## config.mk

```make
export PLATFORM = sky130hd
export DESIGN_NAME = ref_input_stage
export DESIGN_NICKNAME = d
export VERILOG_FILES = /design/src/ref_input_pkg.sv /design/src/ref_input_stage.sv /design/src/ref_pre_divider.sv /design/src/ref_qualifier.sv
export SDC_FILE = /design/constraint.sdc
export NUM_CORES = 1
export LEC_CHECK = 0
export ABC_CLOCK_PERIOD_IN_PS = 3150
export BUFFER_PORTS_ARGS = -buffer_cell sky130_fd_sc_hd__buf_2
export CAP_MARGIN = 20
export CELL_PAD_IN_SITES_DETAIL_PLACEMENT = 1
export CELL_PAD_IN_SITES_GLOBAL_PLACEMENT = 2
export CORE_AREA = 2 2 326 328
export CTS_CLUSTER_DIAMETER = 50
export DETAILED_ROUTE_END_ITERATION = 6
export DIE_AREA = 0 0 328 330
export GPL_TIMING_DRIVEN = 0
export PLACE_DENSITY = 0.8
export SYNTH_ARGS = -nofsm -noshare
export SYNTH_HDL_FRONTEND = slang
export SYNTH_SLANG_ARGS = --single-unit
```

## constraint.sdc

```tcl
create_clock -name core_clk -period 3.15 [get_ports core_clk]
set_clock_uncertainty 0.1 [all_clocks]
set_input_delay 0.7875 -clock core_clk [delete_from_list [all_inputs] [get_ports core_clk]]
set_output_delay 0.7875 -clock core_clk [all_outputs]
set_load 0.02 [all_outputs]
```

## src/ref_input_pkg.sv

```systemverilog
// shared constants and carrier types for the reference input front end
`default_nettype none
package ref_input_pkg;
  localparam int NUM_STAGES    = 8;
  localparam int NUM_CLKS      = 16;
  localparam int NEG_IDX_OFS   = 8;
  localparam int DIV_W         = 16;
  localparam int FREQ_W        = 32;
  localparam int DIV_MIN       = 2;
  localparam int DIV_MAX       = 65536;
  localparam int MAX_INT_MHZ   = 150;
  localparam int GPIO_STAGE_LO = 0;
  localparam int GPIO_STAGE_HI = 3;
  localparam int GPIO0_CLK_IDX = 8;
  localparam int GPIO3_CLK_IDX = 15;
  localparam int NUM_GPIO      = 4;

  typedef enum logic [1:0] {
    MODE_DIFF      = 2'h0,
    MODE_DUAL_SE   = 2'h1,
    MODE_DIFF_GPIO = 2'h2
  } stage_mode_t;

  // one path: bypass, falling edge, divide ratio minus one
  typedef struct packed {
    logic             bypass;
    logic             invert;
    logic [DIV_W-1:0] divM1;
  } path_cfg_t;

  typedef struct packed {
    logic              enable;
    stage_mode_t       mode;
    path_cfg_t         posPath;
    path_cfg_t         negPath;
    logic              syncUse;
    logic [3:0]        syncAssoc;
    logic [FREQ_W-1:0] input_nominal_frequency_field;
  } stage_cfg_t;

  typedef struct packed {
    logic los;
    logic act;
    logic freq;
  } mon_fail_t;
endpackage : ref_input_pkg
`default_nettype wire

```

## src/ref_input_stage.sv

```systemverilog
// reference clock input stages, index mapping and monitor gating
`default_nettype none
// Overview of operation
// each stage runs as one differential, two single-ended, or differential plus pin
// differential-only stage drives the internal clock of its own index
// each path has an integer pre-divider from 2 to 65536
// divider can be bypassed, passing the input edge straight through
// falling-edge lock selected by feeding inverted input to the divider
// dual single-ended: positive pin at stage index, negative pin at index plus 8
// dual single-ended paths each own an independent pre-divider
// edge polarity chosen separately per path in two-path modes
// internal clock indices are fixed; unpopulated indices stay reserved
// pin mode only on stages 0-3; pin 0 to clock 8, pin 3 to 15
// other stages allow only differential or dual single-ended modes
// pin references bypass division; the paired differential path keeps its divider
// unused inputs can be disabled to stop toggling
// any input may act as a sync or frame pulse for another input; the code steers only indices below STAGES to sync
// software programs each active input's nominal frequency before use
// one reference monitor instance per input, indices 0 to 15
// every input, active reference included, is checked continuously
// any monitor failure raises an internal alarm for that input
// an alarmed input is excluded unless configured qualified anyway
// a disabled stage presents no edges on its internal clocks
module ref_input_stage
  import ref_input_pkg::*;
#(
  parameter int STAGES = NUM_STAGES
) (
  input  wire logic                     core_clk,
  input  wire logic                     rst_b,
  input  wire logic [STAGES-1:0]        posPin,
  input  wire logic [STAGES-1:0]        negPin,
  input  wire logic [NUM_GPIO-1:0]      gpioPin,
  input  wire stage_cfg_t [STAGES-1:0]  stageCfg,
  input  wire mon_fail_t [NUM_CLKS-1:0] monFail,
  input  wire logic [NUM_CLKS-1:0]      allowAlarm,
  output logic [NUM_CLKS-1:0]           intClk,
  output logic [NUM_CLKS-1:0]           syncPulse,
  output logic [NUM_CLKS-1:0][3:0]      syncAssocOut,
  output logic [NUM_CLKS-1:0]           refAlarm,
  output logic [NUM_CLKS-1:0]           refUsable,
  output logic [STAGES-1:0]             cfgError
);
  initial begin
    if (STAGES < 1 || STAGES > NUM_CLKS - NEG_IDX_OFS)
      $error("ref_input_stage: STAGES out of range");
  end

  // pin mode is legal only on the low stages; returns 1 if a stage may pair with a pin
  function automatic logic gpioCapable(input int s);
    return (s >= GPIO_STAGE_LO) && (s <= GPIO_STAGE_HI);
  endfunction

  // gpio number feeding the upper index of a stage, or -1 when none is wired
  function automatic int gpioForStage(input int s);
    if (s == GPIO_STAGE_LO) return 0;
    return -1;
  endfunction

  logic [NUM_CLKS-1:0]      divOut;
  logic [NUM_CLKS-1:0]      present;
  logic [NUM_CLKS-1:0]      syncNext;
  logic [NUM_CLKS-1:0]      syncReg;
  logic [NUM_CLKS-1:0][3:0] assocNext;
  logic [NUM_CLKS-1:0][3:0] assocReg;
  logic [NUM_CLKS-1:0]      intNext;
  logic [NUM_CLKS-1:0]      intReg;
  logic                     gpio3Reg, gpio3Next;

  genvar g;
  generate
    for (g = 0; g < STAGES; g++) begin : gStage
      stage_mode_t effMode;
      logic        lowEn, highEn, highIn;
      path_cfg_t   highCfg;

      // an illegal pin mode request on an incapable stage falls back to differential
      assign effMode = (stageCfg[g].mode == MODE_DIFF_GPIO && !gpioCapable(g)) ? MODE_DIFF
                     : stageCfg[g].mode;
      assign cfgError[g] = (stageCfg[g].mode == MODE_DIFF_GPIO && !gpioCapable(g))
                         || (stageCfg[g].mode == 2'h3);
      assign lowEn  = stageCfg[g].enable;
      assign highEn = stageCfg[g].enable && (effMode == MODE_DUAL_SE
                    || (effMode == MODE_DIFF_GPIO && gpioForStage(g) >= 0));
      // dual single-ended takes the negative pin alone; pin mode on stage 0 takes pin 0
      assign highIn = (effMode == MODE_DUAL_SE) ? negPin[g]
                    : (gpioForStage(g) >= 0) ? gpioPin[0] : 1'b0;
      always_comb begin
        highCfg = stageCfg[g].negPath;
        if (effMode == MODE_DIFF_GPIO) highCfg.bypass = 1'b1;
      end

      ref_pre_divider #(.W(DIV_W)) uLow (
        .core_clk (core_clk),
        .rst_b    (rst_b),
        .enable   (lowEn),
        .refIn    ((effMode == MODE_DUAL_SE) ? posPin[g] : (posPin[g] & ~negPin[g])),
        .bypass   (stageCfg[g].posPath.bypass),
        .invert   (stageCfg[g].posPath.invert),
        .divM1    (stageCfg[g].posPath.divM1),
        .clkOut   (divOut[g])
      );
      ref_pre_divider #(.W(DIV_W)) uHigh (
        .core_clk (core_clk),
        .rst_b    (rst_b),
        .enable   (highEn),
        .refIn    (highIn),
        .bypass   (highCfg.bypass),
        .invert   (highCfg.invert),
        .divM1    (highCfg.divM1),
        .clkOut   (divOut[g+NEG_IDX_OFS])
      );
      assign present[g]             = lowEn;
      assign present[g+NEG_IDX_OFS] = highEn && (g != GPIO_STAGE_HI || effMode != MODE_DIFF_GPIO);
    end
    for (g = STAGES; g < NEG_IDX_OFS; g++) begin : gReserved
      assign divOut[g]              = 1'b0;
      assign divOut[g+NEG_IDX_OFS]  = 1'b0;
      assign present[g]             = 1'b0;
      assign present[g+NEG_IDX_OFS] = 1'b0;
    end
  endgenerate

  // pin 3 has no stage path of its own; it reaches index 15 bypassed when stage 3 pairs
  logic gpio3Active;
  assign gpio3Active = (STAGES > GPIO_STAGE_HI) && stageCfg[GPIO_STAGE_HI].enable
                     && stageCfg[GPIO_STAGE_HI].mode == MODE_DIFF_GPIO;

  always_comb begin
    gpio3Next = gpio3Active ? (gpioPin[GPIO_STAGE_HI]
              ^ stageCfg[GPIO_STAGE_HI].negPath.invert) : 1'b0;
    intNext   = divOut;
    if (gpio3Active) begin
      intNext[GPIO3_CLK_IDX] = gpio3Reg;
      intNext[GPIO_STAGE_HI + NEG_IDX_OFS] = 1'b0;
    end
    syncNext  = '0;
    assocNext = '0;
    for (int i = 0; i < STAGES; i++) begin
      if (stageCfg[i].syncUse) begin
        syncNext[i]  = intNext[i];
        assocNext[i] = stageCfg[i].syncAssoc;
        intNext[i]   = 1'b0;
      end
    end
  end

  always_ff @(posedge core_clk or negedge rst_b) begin
    if (!rst_b) begin
      gpio3Reg <= 1'b0;
      intReg   <= '0;
      syncReg  <= '0;
      assocReg <= '0;
    end else begin
      gpio3Reg <= gpio3Next;
      intReg   <= intNext;
      syncReg  <= syncNext;
      assocReg <= assocNext;
    end
  end

  assign intClk       = intReg;
  assign syncPulse    = syncReg;
  assign syncAssocOut = assocReg;

  logic [NUM_CLKS-1:0] monPresent;
  always_comb begin
    monPresent = present;
    if (gpio3Active) begin
      monPresent[GPIO3_CLK_IDX] = 1'b1;
    end
  end

  // monitors run regardless of which input is currently the active reference
  generate
    for (g = 0; g < NUM_CLKS; g++) begin : reference_monitor_instance
      ref_qualifier uQual (
        .core_clk   (core_clk),
        .rst_b      (rst_b),
        .fail       (monFail[g]),
        .allowAlarm (allowAlarm[g]),
        .present    (monPresent[g]),
        .alarm      (refAlarm[g]),
        .usable     (refUsable[g])
      );
    end
  endgenerate

  reserved_quiet_a: assert property (@(posedge core_clk) disable iff (!rst_b)
    (STAGES < NEG_IDX_OFS) |-> !intClk[NEG_IDX_OFS-1]) else $error("reserved index toggled");
  stage_off_a: assert property (@(posedge core_clk) disable iff (!rst_b)
    (!stageCfg[0].enable)[*3] |-> !intClk[0] && !intClk[NEG_IDX_OFS]) else $error("off stage");
  sync_steer_a: assert property (@(posedge core_clk) disable iff (!rst_b)
    stageCfg[0].syncUse |=> !intClk[0]) else $error("sync input used as clock");
  // pairing must hold for two samples so the pin level reaches index 15 unmixed
  gpio3_map_a: assert property (@(posedge core_clk) disable iff (!rst_b)
    gpio3Active [*2] |=> intClk[GPIO3_CLK_IDX] == $past(gpioPin[GPIO_STAGE_HI]
      ^ stageCfg[GPIO_STAGE_HI].negPath.invert, 2)) else $error("pin 3 not mapped");
endmodule : ref_input_stage
`default_nettype wire

```

## src/ref_pre_divider.sv

```systemverilog
// one reference path: edge select, bypass or integer pre-divide
`default_nettype none
module ref_pre_divider
  import ref_input_pkg::*;
#(
  parameter int W = DIV_W
) (
  input  wire logic         core_clk,
  input  wire logic         rst_b,
  input  wire logic         enable,
  input  wire logic         refIn,
  input  wire logic         bypass,
  input  wire logic         invert,
  input  wire logic [W-1:0] divM1,
  output logic              clkOut
);
  initial begin
    if (W < 1 || W > DIV_W) $error("ref_pre_divider: W out of range");
  end

  logic         edgeIn;
  logic         prevReg, prevNext;
  logic [W-1:0] cntReg, cntNext;
  logic         outReg, outNext;
  logic [W-1:0] ratioM1;

  assign edgeIn  = refIn ^ invert;
  // a ratio below the minimum is forced up so the counter always toggles sanely
  assign ratioM1 = (divM1 == '0) ? W'(DIV_MIN - 1) : divM1;

  always_comb begin
    prevNext = edgeIn;
    cntNext  = cntReg;
    outNext  = outReg;
    if (!enable) begin
      cntNext = '0;
      outNext = 1'b0;
    end else if (bypass) begin
      outNext = edgeIn;
    end else if (edgeIn && !prevReg) begin
      if (cntReg >= ratioM1) begin
        cntNext = '0;
        outNext = 1'b1;
      end else begin
        cntNext = cntReg + W'(1);
        if (cntReg == (ratioM1 >> 1)) outNext = 1'b0;
      end
    end
  end

  always_ff @(posedge core_clk or negedge rst_b) begin
    if (!rst_b) begin
      prevReg <= 1'b0;
      cntReg  <= '0;
      outReg  <= 1'b0;
    end else begin
      prevReg <= prevNext;
      cntReg  <= cntNext;
      outReg  <= outNext;
    end
  end

  assign clkOut = outReg;

  no_edge_off_a: assert property (@(posedge core_clk) disable iff (!rst_b)
    !enable |=> !clkOut) else $error("disabled path produced a high level");
  bypass_copy_a: assert property (@(posedge core_clk) disable iff (!rst_b)
    (enable && bypass) |=> clkOut == $past(edgeIn)) else $error("bypass not direct");
endmodule : ref_pre_divider
`default_nettype wire

```

## src/ref_qualifier.sv

```systemverilog
// per-input alarm aggregation and qualification gate
`default_nettype none
module ref_qualifier
  import ref_input_pkg::*;
(
  input  wire logic      core_clk,
  input  wire logic      rst_b,
  input  wire mon_fail_t fail,
  input  wire logic      allowAlarm,
  input  wire logic      present,
  output logic           alarm,
  output logic           usable
);
  logic alarmReg, alarmNext;
  logic useReg, useNext;

  always_comb begin
    alarmNext = |fail;
    useNext   = present && (!alarmNext || allowAlarm);
  end

  always_ff @(posedge core_clk or negedge rst_b) begin
    if (!rst_b) begin
      alarmReg <= 1'b0;
      useReg   <= 1'b0;
    end else begin
      alarmReg <= alarmNext;
      useReg   <= useNext;
    end
  end

  assign alarm  = alarmReg;
  assign usable = useReg;

  alarm_blocks_a: assert property (@(posedge core_clk) disable iff (!rst_b)
    (|fail && !allowAlarm) |=> !usable) else $error("alarmed input usable");
  alarm_raise_a: assert property (@(posedge core_clk) disable iff (!rst_b)
    (|fail) |=> alarm) else $error("failure without alarm");
endmodule : ref_qualifier
`default_nettype wire

```

==> results of run 1 <==
[logic make-up (layout without fill, tap and decap cells)]
group	Yosys count	after routing
other	1	49
and+or+nand+nor	1141	1141
muxes	4	4
DFF	377	377
buffers and inverters	478	1164
AOI/OAI and AO/OA	607	607
adders and majority gates	275	275
xor gates and xnor gates	383	383
[placed cells by master (no fill, tap or decap), types with 12 or more instances in the layout]
cell type / synthesis / routed
sky130_fd_sc_hd__dfrtp_1: 377 / 377
sky130_fd_sc_hd__a22o_1: 50 / 50
sky130_fd_sc_hd__o21ai_0: 132 / 132
sky130_fd_sc_hd__a21oi_1: 123 / 123
sky130_fd_sc_hd__nor2b_1: 46 / 46
sky130_fd_sc_hd__conb_1: 1 / 40
sky130_fd_sc_hd__o211ai_1: 41 / 41
sky130_fd_sc_hd__clkbuf_1: 57 / 65
sky130_fd_sc_hd__buf_4: 72 / 73
sky130_fd_sc_hd__nor3_1: 72 / 72
sky130_fd_sc_hd__o31ai_1: 12 / 12
sky130_fd_sc_hd__nand4_1: 93 / 93
sky130_fd_sc_hd__nand2_1: 192 / 192
sky130_fd_sc_hd__nand3_1: 106 / 106
sky130_fd_sc_hd__and2_1: 63 / 63
sky130_fd_sc_hd__a211oi_1: 38 / 38
sky130_fd_sc_hd__nor4_1: 118 / 115
sky130_fd_sc_hd__or3_1: 29 / 29
sky130_fd_sc_hd__a21boi_0: 14 / 14
sky130_fd_sc_hd__inv_1: 340 / 340
sky130_fd_sc_hd__or2_2: 12 / 12
sky130_fd_sc_hd__ha_1: 275 / 275
sky130_fd_sc_hd__xnor2_1: 121 / 121
sky130_fd_sc_hd__clkbuf_16: 0 / 86
sky130_fd_sc_hd__a31oi_1: 35 / 35
sky130_fd_sc_hd__nor2_1: 234 / 233
sky130_fd_sc_hd__nand3b_1: 16 / 16
sky130_fd_sc_hd__o21a_1: 21 / 21
sky130_fd_sc_hd__a21o_1: 22 / 22
sky130_fd_sc_hd__nand2b_1: 32 / 32
sky130_fd_sc_hd__xor2_1: 262 / 262
sky130_fd_sc_hd__and3_1: 63 / 63
sky130_fd_sc_hd__buf_2: 6 / 533
sky130_fd_sc_hd__a41o_1: 19 / 19
sky130_fd_sc_hd__and4_1: 21 / 21
sky130_fd_sc_hd__clkinv_2: 0 / 12
[timing repair]
item,4_1_cts,5_1_grt
setup buffers,0,0
hold buffers,1,0
endpoints found under the setup margin,5,65
gates resized for setup,3,11
endpoints found under the hold margin,8,0
pin swaps,0,2
[report_power, final]
group          internal [mW]  switching [mW]
Clock                   5.81            3.14
Sequential              4.95          0.0829
Combinational          0.702            1.14
Total                   11.5            4.36
[routing by layer]
layer  GRT usage, %  vias to the layer above  share of wire, %  routed length, microns
li1               -                    12800                 -                       -
met1           23.9                    13000                46                   45400
met2           29.1                      539                45                   45000
met3           5.15                      151               6.9                    6810
met4           4.17                       34               1.7                    1670
met5              0                        -              0.22                     220
[registers in the layout, indices dropped and copies added (netlist names)]
name                                     flops
syncAssocOut                                32
gpio3Reg                                     1
reference_monitor_instance.uQual.usable     16
gStage.uLow.clkOut                           8
gStage.uHigh.cntReg                        128
reference_monitor_instance.uQual.alarm      16
gStage.uHigh.clkOut                          8
gStage.uLow.prevReg                          8
syncPulse                                    8
gStage.uLow.cntReg                         128
gStage.uHigh.prevReg                         8
intClk                                      16
[per-stage QoR]
step                TNS [ns]  power (mW)  cells  hold WS (ns)  setup slack (ns)
finish                     0        15.8   5391         0.260             0.167
global route               0        16.6   5384         0.217            0.0116
CTS                        0        16.1   5381         0.195             0.109
detailed placement    -84.00        6.97   5227         0.266            -0.724
global placement    -2812.12        6.92   5224         0.268             -7.34
floorplan                  0        6.03   3305         0.246             0.111
[how the worst max path moves through the flow]
stage | start | end
after global routing | stageCfg[216] | gStage[2].uLow.cntReg[13]$_DFFE_PN0P_
after global placement | rst_b | syncAssocOut[5]$_DFF_PN0_
after CTS | stageCfg[60] | gStage[0].uLow.cntReg[4]$_DFFE_PN0P_
after detailed placement | stageCfg[516] | gStage[6].uLow.cntReg[0]$_DFFE_PN0P_
after floorplan | stageCfg[216] | gStage[2].uLow.cntReg[10]$_DFFE_PN0P_
final | stageCfg[516] | gStage[6].uLow.cntReg[0]$_DFFE_PN0P_
[area by class of cell]
| cell class | count | area share (%) |
|---|---|---|
| clock buffer | 105 | 6.40 |
| buffer | 137 | 2.22 |
| inverter | 341 | 3.54 |
| tap | 1391 | 4.82 |
| antenna | 9 | 0.0623 |
| clock inverter | 48 | 1.48 |
| multi-input combinational | 2450 | 47.8 |
| sequential | 377 | 26.1 |
| timing repair buffer | 533 | 7.62 |
[worst max-delay path, stage by stage]
cell                       delay, ns
sky130_fd_sc_hd__buf_2          0.13
sky130_fd_sc_hd__nor4_2         0.39
sky130_fd_sc_hd__a41o_1         0.23
sky130_fd_sc_hd__ha_1           0.21
sky130_fd_sc_hd__nand2b_1       0.13
sky130_fd_sc_hd__a211oi_1       0.24
sky130_fd_sc_hd__o211ai_1       0.20
sky130_fd_sc_hd__a2111o_1       0.53
sky130_fd_sc_hd__nor4_4         0.35
sky130_fd_sc_hd__mux2_2         0.24
==> results_dict.tcl, run 1 <==
set metrics [dict create \
    max-cap-violations 0 \
    fin_area_sq_um 36100 \
    synth_compound_area_share_pct 14.6 \
    die_width_microns 328 \
    crit_path_max_fanout 5 \
    clock_path_buffers 3 \
    synth_largest_type_area_fraction_pct 33.0 \
    period_share_pct 94.7 \
    postSynth.asyncResetShare_pct 100 \
    main_combinational_cell_family_by_area_after_synthesis "simple AND/OR/NAND/NOR gates" \
    filler_cell_count 12500 \
    worst-r2r-cell-count 7 \
    cts_root_buffer "sky130_fd_sc_hd__clkbuf_16" \
    r2r_setup_slack_ns 0.28 \
    path_category_of_the_worst_min_delay_check "primary input to flip-flop" \
    slew-limit-headroom_pct 41.0 \
    worst_hold_path.endpoint "syncAssocOut[14]$_DFF_PN0_" \
    worstMarginPinSlew_ns 0.882 \
    area.growth.synth_to_final_pct 26.5 \
    setup.worst_path.end_class "flip-flop" \
    groute.usage.overall_pct 18.1 \
    postSynthRegisterBits 377 \
    yosys.area_share.simple_pct 21.2 \
    timing.final.max_slew_violations 0 \
    cp_data_arrival_time_ns 3.46 \
    dp_hpwl_microns 78700 \
    layout.core_utilization_pct 34.5 \
    grt_first_pass_wirelength_microns 156000 \
    layout.nets 4893 \
    core.rowCount 119 \
    critical_path.startpoint_type "primary input" \
    yosysTopAreaCell "sky130_fd_sc_hd__dfrtp_1" \
    insertion_delay_ns 0.64 \
    ios 830 \
    first_global_vias 27700 \
    cts_sinks 377 \
    placedInstanceArea_sq_um 33200 \
    synth_cell_types 93 \
    worst_ir_drop_vdd_v 0.000387 \
    die_height_microns 330 \
    clk_pin_slew_worst_paths_ns 0.04 \
    routed-via-count 26600 \
    totalWireLength_microns 99100 \
    synth_flop_cell "sky130_fd_sc_hd__dfrtp_1" \
    yosysMostFrequentCell "sky130_fd_sc_hd__dfrtp_1" \
    timing_hold_violations_final 0 \
    drive_gt1_share_pct 20.1 \
    power-per-cell-area_nw_per_um2 438 \
    starting_density_of_the_core_pct 27.3 \
    die-area_sq_um 108000 \
    cts_max_level 3 \
    route.detailed.drc 0 \
    ys_warn_count 0 \
    grt_max_degree 107 \
    max_clock_freq_mhz 335 \
    crit-reg2reg-capture "gStage[4].uHigh.cntReg[2]$_DFFE_PN0P_" \
    synthXorXnorAreaFrac_pct 11.7 \
    worstHoldPathCells 2 \
    initial_detailed_routing_violation_count 1084 \
    via_per_instance_ratio 4.93 \
    rsz0062_at_grt "no" \
    setup_violations 0 \
    placeableCoreArea_sq_um 105000 \
    period_minus_slack_ns 2.98 \
    synth_adder_area_share_pct 12.0 \
    synth.area.top_cells "sky130_fd_sc_hd__dfrtp_1, sky130_fd_sc_hd__ha_1, sky130_fd_sc_hd__xor2_1" \
    gp_congestion 0.839 \
    hold_path.startpoint "stageCfg[262]" \
    postSynthAreaPerCell_sq_um 8.75 \
    ant_nets 0 \
    multi_input_comb_area_sq_um 17300 \
    outcome "finished clean" \
    register_area_sq_um 9430 \
    mappedNetlistArea_sq_um 28600 \
    crit-reg2reg-launch "gStage[4].uHigh.cntReg[7]$_DFFE_PN0P_" \
    ys_seq_area_share_pct 33.0 \
    synth.cells.most_frequent "sky130_fd_sc_hd__dfrtp_1, sky130_fd_sc_hd__inv_1, sky130_fd_sc_hd__ha_1" \
    grt_antenna_before_repair 34 \
    edff_count_synth 0 \
    cts_tree "built" \
    cts_made_buffers 84 \
    avgRoutedWirePerCell_microns 18.4 \
    endpoint_required_time_on_the_critical_path_ns 3.62 \
    grt-ovfl-total 0 \
    drt-pass1-iter-count 4 \
    io_buffer_count 528 \
    synth.mux.area_fraction_pct 0.149 \
    syn-instance-count 3266 \
    critPathKind "primary input to flip-flop" \
    leakage_nw 18.0 \
]
Note: power is estimated with default switching activity, not from simulation.
==> inputs of run 2 (changes only) <==
--- a/config.mk
+++ b/config.mk
@@ -16,6 +16,7 @@
 export DIE_AREA = 0 0 328 330
 export GPL_TIMING_DRIVEN = 0
 export PLACE_DENSITY = 0.8
+export RECOVER_POWER = 100
 export SYNTH_ARGS = -nofsm -noshare
 export SYNTH_HDL_FRONTEND = slang
 export SYNTH_SLANG_ARGS = --single-unit
==> results_dict.tcl, run 2 (synthesis results as in run 1) <==
set metrics [dict create \
    worst_slack_ns 0.138 \
    max_clock_freq_mhz 332 \
    path_category_of_the_worst_min_delay_check "primary input to flip-flop" \
    cts_made_buffers 84 \
    finalNonFillerCells 5391 \
    placeableCoreArea_sq_um 105000 \
    fin_area_sq_um 35900 \
    post-cts-setup-buffers 0 \
    hold_path.startpoint "stageCfg[262]" \
    via_per_instance_ratio 4.93 \
    critPathKind "primary input to flip-flop" \
    die_width_microns 328 \
    register_area_sq_um 9430 \
    crit_path_max_fanout 5 \
    dp_hpwl_microns 78700 \
    commonest_cells_after_routing_fill_and_taps_aside "sky130_fd_sc_hd__buf_2, sky130_fd_sc_hd__dfrtp_1, sky130_fd_sc_hd__inv_1, sky130_fd_sc_hd__ha_1, sky130_fd_sc_hd__xor2_1" \
    timing.final.max_slew_violations 0 \
    starting_density_of_the_core_pct 27.3 \
    first_global_vias 27700 \
    placedInstanceArea_sq_um 33200 \
    ios 830 \
    worstMarginPinSlew_ns 1.48 \
    layout.nets 4893 \
    outcome "finished clean" \
    layout.core_utilization_pct 34.3 \
    mostFrequentLayoutCell "sky130_fd_sc_hd__buf_2" \
    initial_detailed_routing_violation_count 1172 \
    timing.critical_path.slowest_cell_delay_ns 0.53 \
    endpoint_required_time_on_the_critical_path_ns 3.62 \
    cts_root_buffer "sky130_fd_sc_hd__clkbuf_16" \
    grt_max_degree 107 \
    cp_data_arrival_time_ns 3.48 \
    crit_chain "clkbuf_1 > nor4_2 > a41o_1 > ha_1 > nand2b_1 > a211oi_1 > o211ai_1 > a2111o_1 > nor4_4 > mux2_2" \
    grt_first_pass_wirelength_microns 156000 \
    ant_nets 0 \
    gp_congestion 0.839 \
    cts_tree "built" \
    cts_max_level 3 \
    max-cap-violations 0 \
    post-layout-total-power_mw 15.8 \
    pre_cts_ws_ns -0.724 \
    setup_violations 0 \
    worst_ir_drop_vdd_v 0.000387 \
    clk_pin_slew_worst_paths_ns 0.04 \
    leakage_nw 17.6 \
    drive_gt1_share_pct 16.9 \
    die_height_microns 330 \
    grt_antenna_before_repair 34 \
    critical_path_buf_inv_count 1 \
    period_minus_slack_ns 3.01 \
    clock_path_buffers 3 \
    multi_input_comb_area_sq_um 17200 \
    crit-reg2reg-launch "gStage[5].uHigh.cntReg[13]$_DFFE_PN0P_" \
    groute.usage.overall_pct 18.1 \
    critical-path-top-delay-family "compound AO/OA/AOI/OAI gates" \
    timing_hold_violations_final 0 \
    filler_cell_count 12600 \
    route.detailed.drc 0 \
    avgRoutedWirePerCell_microns 18.4 \
    insertion_delay_ns 0.64 \
    period_share_pct 95.6 \
    io_buffer_count 528 \
    power-per-cell-area_nw_per_um2 440 \
    area.growth.synth_to_final_pct 25.7 \
    totalWireLength_microns 99100 \
    routed-via-count 26600 \
    worst_setup_sp "stageCfg[516]" \
    setup.worst_path.end_class "flip-flop" \
    die-area_sq_um 108000 \
    cts_sinks 377 \
    rsz0062_at_grt "no" \
    core.rowCount 119 \
    drt-pass1-iter-count 5 \
    critical_path.startpoint_type "primary input" \
    r2r_setup_slack_ns 0.17 \
    critical_path.slowest_cell "sky130_fd_sc_hd__a2111o_1" \
    dp.cells 5227 \
    slew-limit-headroom_pct 1.21 \
    grt-ovfl-total 0 \
]
-- run 2: cell count changes in the layout (fill, tap and decap cells not counted), sizes merged --
cell	delta
buf	-127
clkbuf	+127
-- run 2: worst paths after layout --
kind,cells past startpoint,end
max,10,gStage[6].uLow.cntReg[0]$_DFFE_PN0P_
min in group asynchronous,2,gStage[5].uLow.cntReg[7]$_DFFE_PN0P_
min reg2reg,0,intClk[9]$_DFF_PN0_
max reg2reg,8,gStage[5].uHigh.cntReg[12]$_DFFE_PN0P_
max in group asynchronous,4,gStage[1].uHigh.prevReg$_DFF_PN0_
min,2,syncAssocOut[14]$_DFF_PN0_
-- run 2: area by class of cell --
| cell class | instances | share of cell area (%) |
|---|---|---|
| inverter | 341 | 3.56 |
| sequential | 377 | 26.3 |
| buffer | 137 | 2.24 |
| multi-input combinational | 2450 | 48.0 |
| clock buffer | 105 | 6.44 |
| timing repair buffer | 533 | 7.13 |
| antenna | 9 | 0.0627 |
| clock inverter | 48 | 1.48 |
| tap | 1391 | 4.85 |
-- run 2: per-layer routing --
| metal | vias up | part of all wire, % | track usage (%) |
|---|---|---|---|
| met5 | - | 0.22 | 0 |
| met4 | 34 | 1.7 | 4.17 |
| met3 | 152 | 6.6 | 5.15 |
| met2 | 526 | 45 | 29.1 |
| met1 | 13000 | 46 | 23.9 |
| li1 | 12800 | - | - |
-- run 2: stage by stage --
step	TNS (ns)	hold WS [ns]
after detailed placement	-84.00	0.266
after CTS	0	0.195
final	0	0.261
after global placement	-2812.12	0.268
after global routing	0	0.217
after floorplan	0	0.246
-- run 2: repair_timing --
action	4_1_cts	5_1_grt
hold buffers	1	0
hold endpoints to repair	8	0
endpoints found under the setup margin	5	65
gates cloned	0	0
gates resized for setup	3	11
pin swaps	0	2
-- run 2: where the power goes --
group	switching [mW]	leakage (nW)	total [mW]	internal (mW)
Sequential	0.0844	5.09	5.04	4.95
Combinational	1.14	11.1	1.81	0.672
Clock	3.15	1.38	8.95	5.81
==> inputs of run 3 (changes only) <==
--- a/config.mk
+++ b/config.mk
@@ -9,13 +9,13 @@
 export BUFFER_PORTS_ARGS = -buffer_cell sky130_fd_sc_hd__buf_2
 export CAP_MARGIN = 20
 export CELL_PAD_IN_SITES_DETAIL_PLACEMENT = 1
-export CELL_PAD_IN_SITES_GLOBAL_PLACEMENT = 2
-export CORE_AREA = 2 2 326 328
+export CELL_PAD_IN_SITES_GLOBAL_PLACEMENT = 1
+export CORE_AREA = 2 2 327 329
 export CTS_CLUSTER_DIAMETER = 50
 export DETAILED_ROUTE_END_ITERATION = 6
-export DIE_AREA = 0 0 328 330
+export DIE_AREA = 0 0 329 331
 export GPL_TIMING_DRIVEN = 0
-export PLACE_DENSITY = 0.8
+export PLACE_DENSITY = 0.67
 export RECOVER_POWER = 100
 export SYNTH_ARGS = -nofsm -noshare
 export SYNTH_HDL_FRONTEND = slang
==> results_dict.tcl, run 3 (synthesis results as in run 1) <==
set metrics [dict create \
    setup.worst_path.end_class "flip-flop" \
    period_minus_slack_ns 2.98 \
    fin_area_sq_um 35800 \
    commonest_cells_after_routing_fill_and_taps_aside "sky130_fd_sc_hd__buf_2, sky130_fd_sc_hd__dfrtp_1, sky130_fd_sc_hd__inv_1, sky130_fd_sc_hd__ha_1, sky130_fd_sc_hd__xor2_1" \
    route.detailed.drc 0 \
    totalWireLength_microns 98800 \
    critPathKind "primary input to flip-flop" \
    core.rowCount 119 \
    dp_hpwl_microns 79100 \
    grt_first_pass_wirelength_microns 155000 \
    ant_nets 0 \
    total_switching_power_mw 4.26 \
    max_clock_freq_mhz 336 \
    area.growth.synth_to_final_pct 25.3 \
    grt_max_degree 103 \
    filler_cell_count 12600 \
    avgRoutedWirePerCell_microns 18.3 \
    cell_internal_pwr_mw 11.2 \
    part_of_the_power_in_the_clock_network_pct 55.7 \
    period_share_pct 94.6 \
    clk_pin_slew_worst_paths_ns 0.05 \
    setup_violations 0 \
    gp_congestion 0.865 \
    dp.cells 5227 \
    ios 830 \
    leakage_nw 17.5 \
    outcome "finished with violations" \
    insertion_delay_ns 0.64 \
    crit_path_max_fanout 10 \
    power-per-cell-area_nw_per_um2 431 \
    fin_tns_setup_ns 0 \
    cts_sinks 377 \
    grt-ovfl-total 0 \
    layout.core_utilization_pct 34.1 \
    grt_antenna_before_repair 47 \
    cts_max_level 3 \
    routed-via-count 26600 \
    worstMarginPinSlew_ns 1.56 \
    initial_detailed_routing_violation_count 1125 \
    critical_path.startpoint_type "primary input" \
    cp_data_arrival_time_ns 3.43 \
    timing_hold_violations_final 0 \
    power_switching_share_pct 27.6 \
    drive_gt1_share_pct 16.6 \
    first_global_vias 27400 \
    cts_made_buffers 77 \
    layout.nets 4885 \
    die-area_sq_um 109000 \
    comb_power_share_pct 11.6 \
    mostFrequentLayoutCell "sky130_fd_sc_hd__buf_2" \
    power.sequential.fraction_pct 32.6 \
    timing.final.max_slew_violations 101 \
    post_cts_hold_buffer_count 0 \
    via_per_instance_ratio 4.94 \
    failed_checks "max-capacitance violations, max-slew violations" \
    die_width_microns 329 \
    worst_ir_drop_vdd_v 0.000312 \
    io_buffer_count 528 \
    die_height_microns 331 \
    post-cts-setup-buffers 0 \
    cts_tree "built" \
    endpoint_required_time_on_the_critical_path_ns 3.60 \
    groute.usage.overall_pct 17.9 \
    multi_input_comb_area_sq_um 17200 \
    max-cap-violations 1 \
    worst-r2r-cell-count 9 \
    path_category_of_the_worst_min_delay_check "primary input to asynchronous set/reset pin" \
    register_area_sq_um 9430 \
    clock_path_buffers 3 \
    finalNonFillerCells 5392 \
    placeableCoreArea_sq_um 105000 \
    cts_root_buffer "sky130_fd_sc_hd__clkbuf_16" \
    rsz0062_at_grt "no" \
    placedInstanceArea_sq_um 33200 \
    drt-pass1-iter-count 5 \
    slew-limit-headroom_pct -4.07 \
    starting_density_of_the_core_pct 27.2 \
]
[run 3: cell count changes in the layout (fill, tap and decap cells not counted), moves of 4 or more]
cell	previous run	this run
sky130_fd_sc_hd__inv_8	0	4
sky130_fd_sc_hd__clkinv_4	10	4
sky130_fd_sc_hd__clkbuf_16	86	77
sky130_fd_sc_hd__inv_6	9	5
sky130_fd_sc_hd__diode_2	9	22
sky130_fd_sc_hd__clkbuf_8	9	15
[run 3: worst paths after layout]
| check | from | endpoint | slack, ns |
|---|---|---|---|
| worst max-delay path | stageCfg[494] | gStage[6].uHigh.cntReg[3]$_DFFE_PN0P_ | 0.17 |
| worst min-delay path | rst_b | syncAssocOut[2]$_DFF_PN0_ | 0.06 |
| worst max register to register | gStage[7].uHigh.cntReg[5]$_DFFE_PN0P_ | gStage[7].uHigh.cntReg[11]$_DFFE_PN0P_ | 0.28 |
| worst min register to register | gStage[2].uHigh.clkOut$_DFFE_PN0P_ | intClk[10]$_DFF_PN0_ | 0.27 |
| max in group asynchronous | rst_b | gStage[1].uLow.cntReg[5]$_DFFE_PN0P_ | 0.50 |
| min in group core_clk | stageCfg[187] | syncAssocOut[11]$_DFF_PN0_ | 0.26 |
[run 3: power by group through the flow]
stage	clock, mW	combinational, mW	sequential (mW)
2_1_floorplan	0	0.898	5.13
3_3_place_gp	0	1.79	5.11
3_5_place_dp	0	1.84	5.11
4_1_cts	8.87	1.86	5.03
5_1_grt	9.10	2.03	5.04
6_report	8.60	1.80	5.03
[run 3: metrics by stage]
step	power [mW]	hold slack, ns	setup WS (ns)
2_1_floorplan	6.03	0.246	0.111
3_3_place_gp	6.90	0.257	-7.34
3_5_place_dp	6.95	0.266	-0.771
4_1_cts	15.8	0.0712	0.00215
5_1_grt	16.2	0.0758	0.00552
6_report	15.4	0.0629	0.170
[run 3: per-layer routing]
metal	track usage, %	wire length (microns)
met2	28.7	45100
met4	4.73	2120
met1	22.8	43100
met5	0	248
met3	6.42	8160
[run 3: timing repair]
action | 4_1_cts | 5_1_grt
cloned | 0 | 0
pin swaps | 0 | 1
setup endpoints to repair | 6 | 34
hold endpoints to repair | 0 | 0
gates resized for setup | 2 | 11
[run 3: final cells by class]
| type | count | share of cell area, % |
|---|---|---|
| flip-flops and latches | 377 | 26.4 |
| clock inverters | 43 | 1.53 |
| well taps | 1391 | 4.86 |
| inverters | 341 | 3.58 |
| plain buffers | 137 | 2.23 |
| multi-input cells | 2450 | 48.2 |
| diodes | 22 | 0.154 |
| clock buffers | 99 | 6.03 |
| repair buffers | 532 | 7.10 |
[run 3: worst max-delay path, stage by stage]
cell and delay (ns):
sky130_fd_sc_hd__clkbuf_1 0.15, sky130_fd_sc_hd__nor4_2 0.38, sky130_fd_sc_hd__a41o_1 0.27, sky130_fd_sc_hd__ha_1 0.24
sky130_fd_sc_hd__nor2_1 0.09, sky130_fd_sc_hd__a21oi_1 0.08, sky130_fd_sc_hd__a2111oi_1 0.46, sky130_fd_sc_hd__o211ai_1 0.31
sky130_fd_sc_hd__and2_0 0.23, sky130_fd_sc_hd__clkbuf_1 0.25, sky130_fd_sc_hd__nor2_1 0.17
